[src/core/wdt_pkg.sv]
// Purpose: constants and types for the user watchdog block
// Assumes: pclk at 100 MHz, apb with 32-bit data
// Notes: register offsets are byte addresses
package wdt_pkg;
    localparam int cnt_w = 29;
    localparam int set_w = 12;
    localparam int low_w = 17;
    localparam logic [low_w-1:0] low_fill = 17'b1000;
    localparam logic [7:0] off_ctrl = 8'h00;
    localparam logic [7:0] off_stat = 8'h04;
    localparam logic [7:0] off_irq = 8'h08;
    localparam logic [7:0] off_mask = 8'h0c;
    localparam logic [7:0] off_count = 8'h10;
    localparam logic [7:0] off_mode = 8'h14;
    localparam int ctrl_set_lsb = 0;
    localparam int ctrl_clksel_bit = 12;
    localparam int stat_en_bit = 29;
    localparam int mode_w = 2;
    localparam int irq_timeout_bit = 0;
    localparam int irq_restart_bit = 1;
    localparam int irq_w = 2;
    localparam logic [set_w-1:0] set_rst = 12'hfff;
    localparam int clk_mhz = 100;
    localparam int osc_khz = 10000;
    localparam int usr_max_khz = 40000;
    localparam int restart_min_ns = 250;
    // least time rounds up
    localparam int restart_min_cyc = (restart_min_ns * clk_mhz + 999) / 1000;
    localparam int osc_div = (clk_mhz * 1000) / osc_khz;
    typedef enum logic [1:0] {mode_factory, mode_loading, mode_user} img_mode_t;
endpackage : wdt_pkg

[src/core/wdt_tick_if.sv]
// Purpose: carrier between watchdog core and its helpers
// Assumes: single pclk domain
// Notes: none
`timescale 1ns/10ps
interface wdt_tick_if;
    logic tick;
    logic restart;
    modport src (output tick, output restart);
    modport dst (input tick, input restart);
endinterface : wdt_tick_if
[src/core/remote_upgrade_user_watchdog.sv]
// Purpose: user watchdog of the remote upgrade logic, apb slave
// Assumes: pclk 100 MHz, pins asynchronous
// Notes: zero wait-state apb; one image mode machine
`timescale 1ns/10ps
module remote_upgrade_user_watchdog (
    input wire logic pclk,
    input wire logic presetn,
    input wire logic psel,
    input wire logic penable,
    input wire logic pwrite,
    input wire logic [7:0] paddr,
    input wire logic [31:0] pwdata,
    output logic [31:0] prdata,
    output logic pready,
    output logic pslverr,
    input wire logic user_supplied_clock_pin,
    input wire logic watchdog_restart_n,
    input wire logic app_load_done,
    output logic irq,
    output logic reconfig_factory,
    output logic [wdt_pkg::mode_w-1:0] image_mode
);
    import wdt_pkg::*;
    logic [set_w-1:0] setting;
    logic clk_sel, start_load;
    logic [cnt_w-1:0] cnt_q, cnt_d;
    img_mode_t mode_q, mode_d;
    logic [1:0] ld_q;
    logic rcf_q, rcf_d;
    logic tmo, en;
    logic [cnt_w-1:0] load_val;

    wdt_tick_if t ();

    wdt_tick_gen u_tick (
        .pclk(pclk),
        .presetn(presetn),
        .clk_sel(clk_sel),
        .user_supplied_clock_pin(user_supplied_clock_pin),
        .watchdog_restart_n(watchdog_restart_n),
        .t(t)
    );

    wdt_apb u_apb (
        .pclk(pclk),
        .presetn(presetn),
        .psel(psel),
        .penable(penable),
        .pwrite(pwrite),
        .paddr(paddr),
        .pwdata(pwdata),
        .prdata(prdata),
        .pready(pready),
        .pslverr(pslverr),
        .irq(irq),
        .setting(setting),
        .clk_sel(clk_sel),
        .start_load(start_load),
        .mode(mode_q),
        .count(cnt_q),
        .load_val(load_val),
        .en(en),
        .tmo(tmo),
        .restart_ev(t.restart)
    );

    // load done comes from the configuration engine, another domain
    always_ff @(posedge pclk or negedge presetn) begin
        if (!presetn) begin
            ld_q <= 2'h0;
        end else begin
            ld_q <= {ld_q[0], app_load_done};
        end
    end

    assign load_val = {setting, low_fill};
    assign en = (mode_q == mode_user);

    // image mode and counter
    always_comb begin
        mode_d = mode_q;
        cnt_d = cnt_q;
        tmo = 1'b0;
        rcf_d = 1'b0;
        unique case (mode_q)
            mode_factory: begin
                cnt_d = load_val;
                // a new image may only be started from the factory image
                if (start_load) begin
                    mode_d = mode_loading;
                end
            end
            mode_loading: begin
                // counter held at its load value while the image comes in
                cnt_d = load_val;
                if (ld_q[1]) begin
                    mode_d = mode_user;
                end
            end
            mode_user: begin
                if (t.restart) begin
                    cnt_d = load_val;
                end else if (t.tick) begin
                    if (cnt_q == '0) begin
                        tmo = 1'b1;
                    end else begin
                        cnt_d = cnt_q - 1'b1;
                    end
                end
                if (tmo) begin
                    // back to the factory image, setting stays for next try
                    mode_d = mode_factory;
                    rcf_d = 1'b1;
                end
            end
        endcase
    end

    always_ff @(posedge pclk or negedge presetn) begin
        if (!presetn) begin
            mode_q <= mode_factory;
            cnt_q <= '0;
            rcf_q <= 1'b0;
        end else begin
            mode_q <= mode_d;
            cnt_q <= cnt_d;
            rcf_q <= rcf_d;
        end
    end

    assign reconfig_factory = rcf_q;
    assign image_mode = mode_q;
endmodule : remote_upgrade_user_watchdog

[src/core/wdt_apb.sv]
// Purpose: apb slave register file for the user watchdog
// Assumes: zero wait states
// Notes: unmapped offsets read zero and raise pslverr
//
// Chosen here: the register offsets and the APB interface to the registers.
`timescale 1ns/10ps
module wdt_apb (
    input wire logic pclk,
    input wire logic presetn,
    input wire logic psel,
    input wire logic penable,
    input wire logic pwrite,
    input wire logic [7:0] paddr,
    input wire logic [31:0] pwdata,
    output logic [31:0] prdata,
    output logic pready,
    output logic pslverr,
    output logic irq,
    output logic [wdt_pkg::set_w-1:0] setting,
    output logic clk_sel,
    output logic start_load,
    input wire logic [wdt_pkg::mode_w-1:0] mode,
    input wire logic [wdt_pkg::cnt_w-1:0] count,
    input wire logic [wdt_pkg::cnt_w-1:0] load_val,
    input wire logic en,
    input wire logic tmo,
    input wire logic restart_ev
);
    import wdt_pkg::*;
    logic [set_w-1:0] set_q, set_d;
    logic clksel_q, clksel_d;
    logic flag_q, flag_d;
    logic [irq_w-1:0] ist_q, ist_d;
    logic [irq_w-1:0] msk_q, msk_d;
    logic [irq_w-1:0] ev, w1c;
    logic [31:0] rd_d;
    logic [31:0] prdata_q;
    logic err_d, irq_d, rdy_d, go_d;
    logic pready_q, pslverr_q, irq_q;
    logic wr, acc, factory;

    always_comb begin
        wr = psel & penable & pwrite;
        acc = psel & ~penable;
        factory = (mode == mode_factory);
        set_d = set_q;
        clksel_d = clksel_q;
        msk_d = msk_q;
        flag_d = flag_q;
        go_d = 1'b0;
        ev = '0;
        ev[irq_timeout_bit] = tmo;
        ev[irq_restart_bit] = restart_ev & en;
        w1c = '0;
        rd_d = 32'h0000_0000;
        err_d = 1'b0;
        rdy_d = acc;
        if (tmo) begin
            flag_d = 1'b1;
        end
        if (acc) begin
            unique case (paddr)
                off_ctrl: rd_d = {19'h0, clksel_q, set_q};
                off_stat: rd_d = {1'b0, flag_q, en, count};
                off_irq: rd_d = {30'h0, ist_q};
                off_mask: rd_d = {30'h0, msk_q};
                off_count: rd_d = {3'h0, load_val};
                off_mode: rd_d = {30'h0, mode};
                default: err_d = 1'b1;
            endcase
        end
        if (wr) begin
            unique case (paddr)
                off_ctrl: begin
                    // only the factory image may change the setting
                    if (factory) begin
                        set_d = pwdata[ctrl_set_lsb +: set_w];
                        clksel_d = pwdata[ctrl_clksel_bit];
                    end
                end
                off_stat: begin
                    // a timeout in the same cycle keeps the flag
                    if (pwdata[30] && !tmo) begin
                        flag_d = 1'b0;
                    end
                end
                off_irq: w1c = pwdata[irq_w-1:0];
                off_mask: msk_d = pwdata[irq_w-1:0];
                off_mode: go_d = factory & pwdata[0];
                default: ;
            endcase
        end
        // set wins over clear
        ist_d = (ist_q & ~w1c) | ev;
        irq_d = |(ist_d & msk_d);
    end

    always_ff @(posedge pclk or negedge presetn) begin
        if (!presetn) begin
            set_q <= set_rst;
            clksel_q <= 1'b0;
            flag_q <= 1'b0;
            ist_q <= '0;
            msk_q <= '0;
            prdata_q <= 32'h0000_0000;
            pready_q <= 1'b0;
            pslverr_q <= 1'b0;
            irq_q <= 1'b0;
        end else begin
            set_q <= set_d;
            clksel_q <= clksel_d;
            flag_q <= flag_d;
            ist_q <= ist_d;
            msk_q <= msk_d;
            prdata_q <= rd_d;
            pready_q <= rdy_d;
            pslverr_q <= err_d;
            irq_q <= irq_d;
        end
    end

    assign prdata = prdata_q;
    assign pready = pready_q;
    assign pslverr = pslverr_q;
    assign irq = irq_q;
    assign setting = set_q;
    assign clk_sel = clksel_q;
    assign start_load = go_d;
endmodule : wdt_apb

[src/core/wdt_tick_gen.sv]
// Purpose: count tick source and restart qualifier
// Assumes: pins are asynchronous to pclk
// Notes: user clock pin is sampled, so it must stay below a quarter of pclk
`timescale 1ns/10ps
module wdt_tick_gen (
    input wire logic pclk,
    input wire logic presetn,
    input wire logic clk_sel,
    input wire logic user_supplied_clock_pin,
    input wire logic watchdog_restart_n,
    wdt_tick_if.src t
);
    import wdt_pkg::*;
    logic [2:0] uck_q, uck_d;
    logic [1:0] rs_q, rs_d;
    logic [7:0] div_q, div_d;
    logic [7:0] low_q, low_d;
    logic tick_q, tick_d;
    logic rst_q, rst_d;
    always_comb begin
        uck_d = {uck_q[1:0], user_supplied_clock_pin};
        rs_d = {rs_q[0], watchdog_restart_n};
        div_d = (div_q == 8'(osc_div - 1)) ? 8'h00 : div_q + 8'h01;
        // osc tick from divider, user tick from rising edge
        tick_d = clk_sel ? (uck_q[1] & ~uck_q[2]) : (div_q == 8'(osc_div - 1));
        low_d = low_q;
        rst_d = 1'b0;
        if (rs_q[1]) begin
            low_d = 8'h00;
        end else if (low_q != 8'hff) begin
            low_d = low_q + 8'h01;
        end
        // one pulse once the strobe has been low long enough
        if (!rs_q[1] && low_q == 8'(restart_min_cyc - 1)) begin
            rst_d = 1'b1;
        end
    end
    always_ff @(posedge pclk or negedge presetn) begin
        if (!presetn) begin
            uck_q <= 3'h0;
            rs_q <= 2'h3;
            div_q <= 8'h00;
            low_q <= 8'h00;
            tick_q <= 1'b0;
            rst_q <= 1'b0;
        end else begin
            uck_q <= uck_d;
            rs_q <= rs_d;
            div_q <= div_d;
            low_q <= low_d;
            tick_q <= tick_d;
            rst_q <= rst_d;
        end
    end
    assign t.tick = tick_q;
    assign t.restart = rst_q;
endmodule : wdt_tick_gen

[config.mk]
export PLATFORM = sky130hd
export DESIGN_NAME = remote_upgrade_user_watchdog
export DESIGN_NICKNAME = d
export VERILOG_FILES = /design/src/core/wdt_pkg.sv /design/src/core/wdt_tick_if.sv /design/src/core/remote_upgrade_user_watchdog.sv /design/src/core/wdt_apb.sv /design/src/core/wdt_tick_gen.sv
export SDC_FILE = /design/constraint.sdc
export NUM_CORES = 1
export LEC_CHECK = 0
export BUFFER_PORTS_ARGS = -buffer_cell sky130_fd_sc_hd__buf_2
export CAP_MARGIN = 5
export CORE_MARGIN = 2
export CORE_UTILIZATION = 23
export CTS_BUF_LIST = sky130_fd_sc_hd__clkbuf_16
export DETAILED_ROUTE_END_ITERATION = 8
export GPL_ROUTABILITY_DRIVEN = 0
export HOLD_SLACK_MARGIN = 0.06
export SYNTH_ARGS = -nofsm -noshare
export SYNTH_HDL_FRONTEND = slang
export SYNTH_HIERARCHICAL = 1
export SYNTH_SLANG_ARGS = --single-unit
[constraint.sdc]
create_clock -name pclk -period 3.99 [get_ports pclk]
set_input_delay 1.197 -clock pclk [delete_from_list [all_inputs] [get_ports pclk]]
set_output_delay 1.197 -clock pclk [all_outputs]
set_load 0.01 [all_outputs]
* Word-level counts from Yosys, hierarchy flattened
Index checks and enable logic that the tools add are counted.
Widths: inputs -> output; s select.
** Cells by class
- Add/sub/neg operators :: 3
- Multipliers :: 0
- Divide/modulo/power cells :: 0
- Order comparisons :: 0
- Equal/unequal tests :: 15
- Shift-type cells :: 0
- Muxes and demuxes :: 34
- Bitwise gates (word level) :: 12
- Reductions and logical operators :: 14
** Operators with widths (number)
- $pmux 31 s6 :: 1
- $mux 29 :: 3
- $pmux 29 s2 :: 1
- $mux 32 :: 1
- $logic_not 29->1 :: 1
- $sub 29x1->29 const B :: 1
- $eq 8x4->1 const B :: 3
- $eq 8x5->1 const B :: 3
- $mux 8 :: 3
- $mux 1 :: 17
- $add 8x1->8 const B :: 2
- $mux 2 :: 7
- $eq 8x3->1 const B :: 1
- $logic_not 8->1 :: 1
- $ne 8x8->1 const B :: 1
- $and 1x1->1 :: 6
- $ne 2x2->1 const B :: 3
- $ne 3x3->1 const B :: 2
- $pmux 2 s3 :: 1
- $reduce_and 3->1 :: 2
- $reduce_or 6->1 :: 1
- $and 2x2->2 :: 2
- $reduce_or 2->1 :: 2
- $eq 2x1->1 const B :: 1
- other kinds (9) :: 12
** Word-level totals
- Register bits :: 110
- Latch bits :: 0
- Memory bits (writable) :: 0
- Memory bits (read-only) :: 0
- Input bits :: 48
- Memories :: 0

* Longest topological paths before layout
- Word-level depth :: 11
- Gate-level depth with buffers :: 9
- Depth with buffers taken out :: 8

* By module
The synthesis kept the hierarchy.
** By module, submodules not included
- wdt_apb :: instances 1, cells each 193, area each 2343.5 um2
- remote_upgrade_user_watchdog :: instances 1, cells each 212, area each 2059.5 um2
- wdt_tick_gen :: instances 1, cells each 88, area each 1021.0 um2

* Worst setup path before layout
Ideal clock, no wire load.
- Path type :: input port to flip-flop
- From :: in paddr[1]
- To :: reg u_apb.irq_q, in the netlist u_apb/irq
- Setup time :: 122 ps
- Arrival time :: 2866 ps
- Required time :: 3868 ps
- Slack :: 1003 ps
- Stages :: 5
- Cells stage by stage :: or4_4 buf_6 or4_4 mux2_4 a32o_1
** RTL lines
- start, declared :: line remote_upgrade_user_watchdog.sv:11 : input wire logic [7:0] paddr,
- $eq 8x4->1 :: line wdt_apb.sv:73 : unique case (paddr)
- $mux 2 :: line wdt_apb.sv:73
- $mux 2 :: line wdt_apb.sv:72 : if (wr) begin
- named net u_apb.msk_d[0] :: line wdt_apb.sv:34 : logic [irq_w-1:0] msk_q, msk_d;
- $and 2x2->2 :: line wdt_apb.sv:95 : irq_d = |(ist_d & msk_d);
- $reduce_or 2->1 :: line wdt_apb.sv:95
- named net u_apb.irq_d :: line wdt_apb.sv:38 : logic err_d, irq_d, rdy_d, go_d;
- end signal, assigned :: line wdt_apb.sv:118 : irq_q <= irq_d;
- end, declared :: line wdt_apb.sv:39 : logic pready_q, pslverr_q, irq_q;
The timed path passes the listed nets, and every way through them passes these cells.
A chain may end at the register's enable or synchronous reset.

* Worst setup path after layout
- From :: in paddr[1]
- To :: reg u_apb.set_q[4], in the netlist u_apb/setting[4]
** On the way
- Word-level cells in the longest chain between the ends :: 2
** Ends and longest elaborated chain
- $logic_not 8->1 :: line wdt_apb.sv:73
- $reduce_and 3->1 (no line)
- end signal, assigned :: line wdt_apb.sv:100 : set_q <= set_rst;
- end signal, assigned :: line wdt_apb.sv:110 : set_q <= set_d;
- end, declared :: line wdt_apb.sv:30 : logic [set_w-1:0] set_q, set_d;
No other way between the ends.

==> summary.md <==
| Metric | Value |
|---|---|
| Internal | `1.84 mW` |
| Via count | `3992` |
| WHS Endpoint | `ld_q[1]` |
| Post-DR vias/cell | `4.49` |
| Io pins | `86` |
| Final Setup Violations | `0` |
| Worst slew pin tran | `820 ps` |
| Max-slew violation count | `0` |
| Postcts setup bufs | `0` |
| Post-synth EDFFs | `0` |
| Final wirelength | `12.6 mm` |
| Synth-to-layout area growth | `19.0%` |
| Worst reg2reg path depth | `5` |
| TritonRoute pass-1 iters | `4` |
| Status | `complete, no violations` |
| Post-DP HPWL | `9.12 mm` |
| Flops & latches, synth | `109` |
| Tightest Hold Check Type | `flop to flop` |
| Gr usage total | `0.106` |
| Share of cells above drive strength 1 | `0.260` |
| Die area | `24800 um2` |
| Global-route wire length before repair | `20.5 mm` |
| Post-route setup TNS | `0 ps` |
| Sw frac | `0.303` |
| Later-pin clock latency in the skew report | `350 ps` |
| Netlist Area Pre-Place | `5420 um2` |
| Post-cts sizing count | `0` |
| Gate power share | `0.184` |
| Num CTS Buffers | `9` |
| Dpl cells | `873` |
| Antenna cell count | `0` |
| Hold Startpoint | `ld_q[0]` |
| VDD IR max | `0.000223 V` |
| WS Path Type | `primary input to flop` |
| Max Buffers Root-to-Sink | `2` |
| Routed length per instance | `14.2 um` |
| Largest net degree at the start of global routing | `65` |
| Top FF cell, synth | `dfrtp_1` |
| Vias in the first global route | `3816` |
| Final min period | `2850 ps` |
| Max-cap violation count | `0` |
| CP Data Required Time | `4260 ps` |
| Asr flop ratio synth | `1.00` |
| # fillers | `2437` |
| Worst Setup End Kind | `flop` |
| Die height | `158 um` |
| R2R Path Start | `cnt_q[7]` |
| RSZ-0062 raised after global routing | `no` |
| Crit path max fanout | `8` |
| Die width | `158 um` |
| H-tree depth | `3` |
| Sequential Power Share | `0.469` |
| Worst Skew | `10.6 ps` |
| FF/Latch Area | `2750 um2` |
| PortBufs | `66` |
| Average size of a mapped cell | `11.0 um2` |
| Initial Utilization | `0.232` |
| CTS tree | `yes` |
| Final Hold Fails | `0` |
| Cts hold-fix bufs | `0` |
| Clock power share | `0.347` |
| Core area | `23300 um2` |
| Reg2reg setup slack | `1470 ps` |
| Hold path depth | `0` |
| F_max | `351 MHz` |
| # rows | `56` |
| Clk root buf | `clkbuf_16` |
| Crit Reg-Reg Endpoint | `image_mode[1]` |
| Commonest non-fill, non-tap cells in the layout | `dfrtp_1 (95), buf_2 (65), nor2_1 (51)` |
| Slew headroom | `0.453` |
| Post-synthesis sequential area ratio | `0.506` |
| Most common cell after layout, fill and taps aside | `dfrtp_1` |
| Final nets | `623` |
| Power Dens Cells | `408 nW/um2` |
| Total global routing overflow | `0` |
| Initial antenna violation count | `0` |
| Clk sink count | `109` |
| Final Cycle Share | `0.713` |
| Area of the multi-input gates | `2550 um2` |
| Drc violations | `0` |
| DRT iter0 DRCs | `229` |
| Crit start category | `primary input` |
| Routed Antenna Nets | `0` |
| Psw | `0.798 mW` |
| Mapped Cells | `493` |
| CTS clk-pin slew, worst paths | `70 ps` |
| Post-Layout Cell Count | `889` |
| LEAKAGE | `2.82 nW` |
| Crit path DAT | `3120 ps` |
| Yosys cell types | `65` |
| Yosys Warn Count | `6` |
-- Yosys cell counts, drive strengths merged (7+ instances only) --
master | n | area [um2]
or4 | 13 | 109
nor4 | 12 | 169
mux2 | 28 | 323
a21oi | 15 | 75.1
nor3 | 12 | 65.1
ha | 10 | 125
and3 | 10 | 62.6
inv | 13 | 48.8
nor2 | 51 | 191
a31oi | 11 | 68.8
xnor2 | 10 | 87.6
dfrtp | 95 | 2380
nand2b | 12 | 82.6
a22oi | 26 | 195
nand2 | 13 | 48.8
o21ai | 10 | 50.0
or3 | 9 | 56.3
o31ai | 11 | 82.6
clkbuf | 20 | 75.1
and4 | 7 | 62.6
nand3 | 17 | 85.1
buf | 8 | 62.6
dfstp | 14 | 368
-- flip-flops by register name (all words and copies together), names as in the netlist --
| name | flops |
|---|---|
| u_tick/t.tick | 1 |
| u_tick/uck_q | 3 |
| image_mode | 2 |
| u_apb/flag_q | 1 |
| u_apb/setting | 12 |
| u_tick/low_q | 8 |
| u_apb/clk_sel | 1 |
| u_apb/msk_q | 2 |
| u_tick/div_q | 8 |
| u_apb/pready | 1 |
| ld_q | 2 |
| reconfig_factory | 1 |
| u_apb/prdata | 31 |
| u_apb/irq | 1 |
| u_apb/pslverr | 1 |
| u_tick/rs_q | 2 |
| cnt_q | 29 |
| u_apb/ist_q | 2 |
| u_tick/t.restart | 1 |
-- stage by stage --
stage          power [mW]  utilization  hold WS [ps]  cell area (um2)  setup slack (ps)
2_1_floorplan        1.59            -           331             5480              1000
6_report             2.63        0.277           350             6460              1140
3_3_place_gp         1.73        0.264           335             6150               784
3_5_place_dp         1.74        0.264           336             6150               763
5_1_grt              2.80        0.277           360             6460              1070
4_1_cts              2.67        0.277           352             6460              1130
-- final cells by class --
type | instances | share of cell area
Timing Repair Buffer | 74 | 0.0628
Sequential cell | 109 | 0.425
Tap cell | 319 | 0.0618
Clock buffer | 9 | 0.0349
Clock inverter | 7 | 0.0120
Multi-Input combinational cell | 358 | 0.396
Inverter | 13 | 0.00756
-- cells by family after synthesis --
group | Yosys count | synth area share
AND/OR/NAND/NOR | 184 | 0.210
flip-flops | 109 | 0.506
AO/OA/AOI/OAI | 98 | 0.126
buffers and inverters | 41 | 0.0344
multiplexers | 35 | 0.0770
XOR/XNOR | 13 | 0.0210
adder cells (fa/ha/maj) | 10 | 0.0231
other | 3 | 0.00208
-- how the worst max path moves through the flow --
| stage | startpoint | endpoint | cells past startpoint |
|---|---|---|---|
| 2_1_floorplan | paddr[1] | u_apb/irq | 5 |
| 3_3_place_gp | paddr[1] | u_apb/setting[7] | 6 |
| 3_5_place_dp | paddr[1] | u_apb/setting[2] | 6 |
| 4_1_cts | paddr[1] | u_apb/setting[4] | 6 |
| 5_1_grt | paddr[1] | u_apb/setting[4] | 6 |
| 6_report | paddr[1] | u_apb/setting[4] | 6 |
-- power groups by stage --
stage	Combinational [mW]	Sequential, mW	Clock (mW)
after floorplan	0.353	1.24	0
after global placement	0.480	1.25	0
after detailed placement	0.488	1.26	0
after CTS	0.491	1.24	0.943
after global routing	0.562	1.25	0.988
final	0.486	1.23	0.914
-- worst max-delay path, cell delays in order --
cell,delay [ps]
buf_2,100
or4_4,600
nor4_2,210
and3_1,410
buf_4,260
mux2_1,340
-- per-layer routing --
metal  GRT usage  wire length [um]
met5           0                 0
met4      0.0472               373
met3      0.0251               523
met1       0.140              5720
met2       0.166              6000
(Power assumes the default switching activity.)
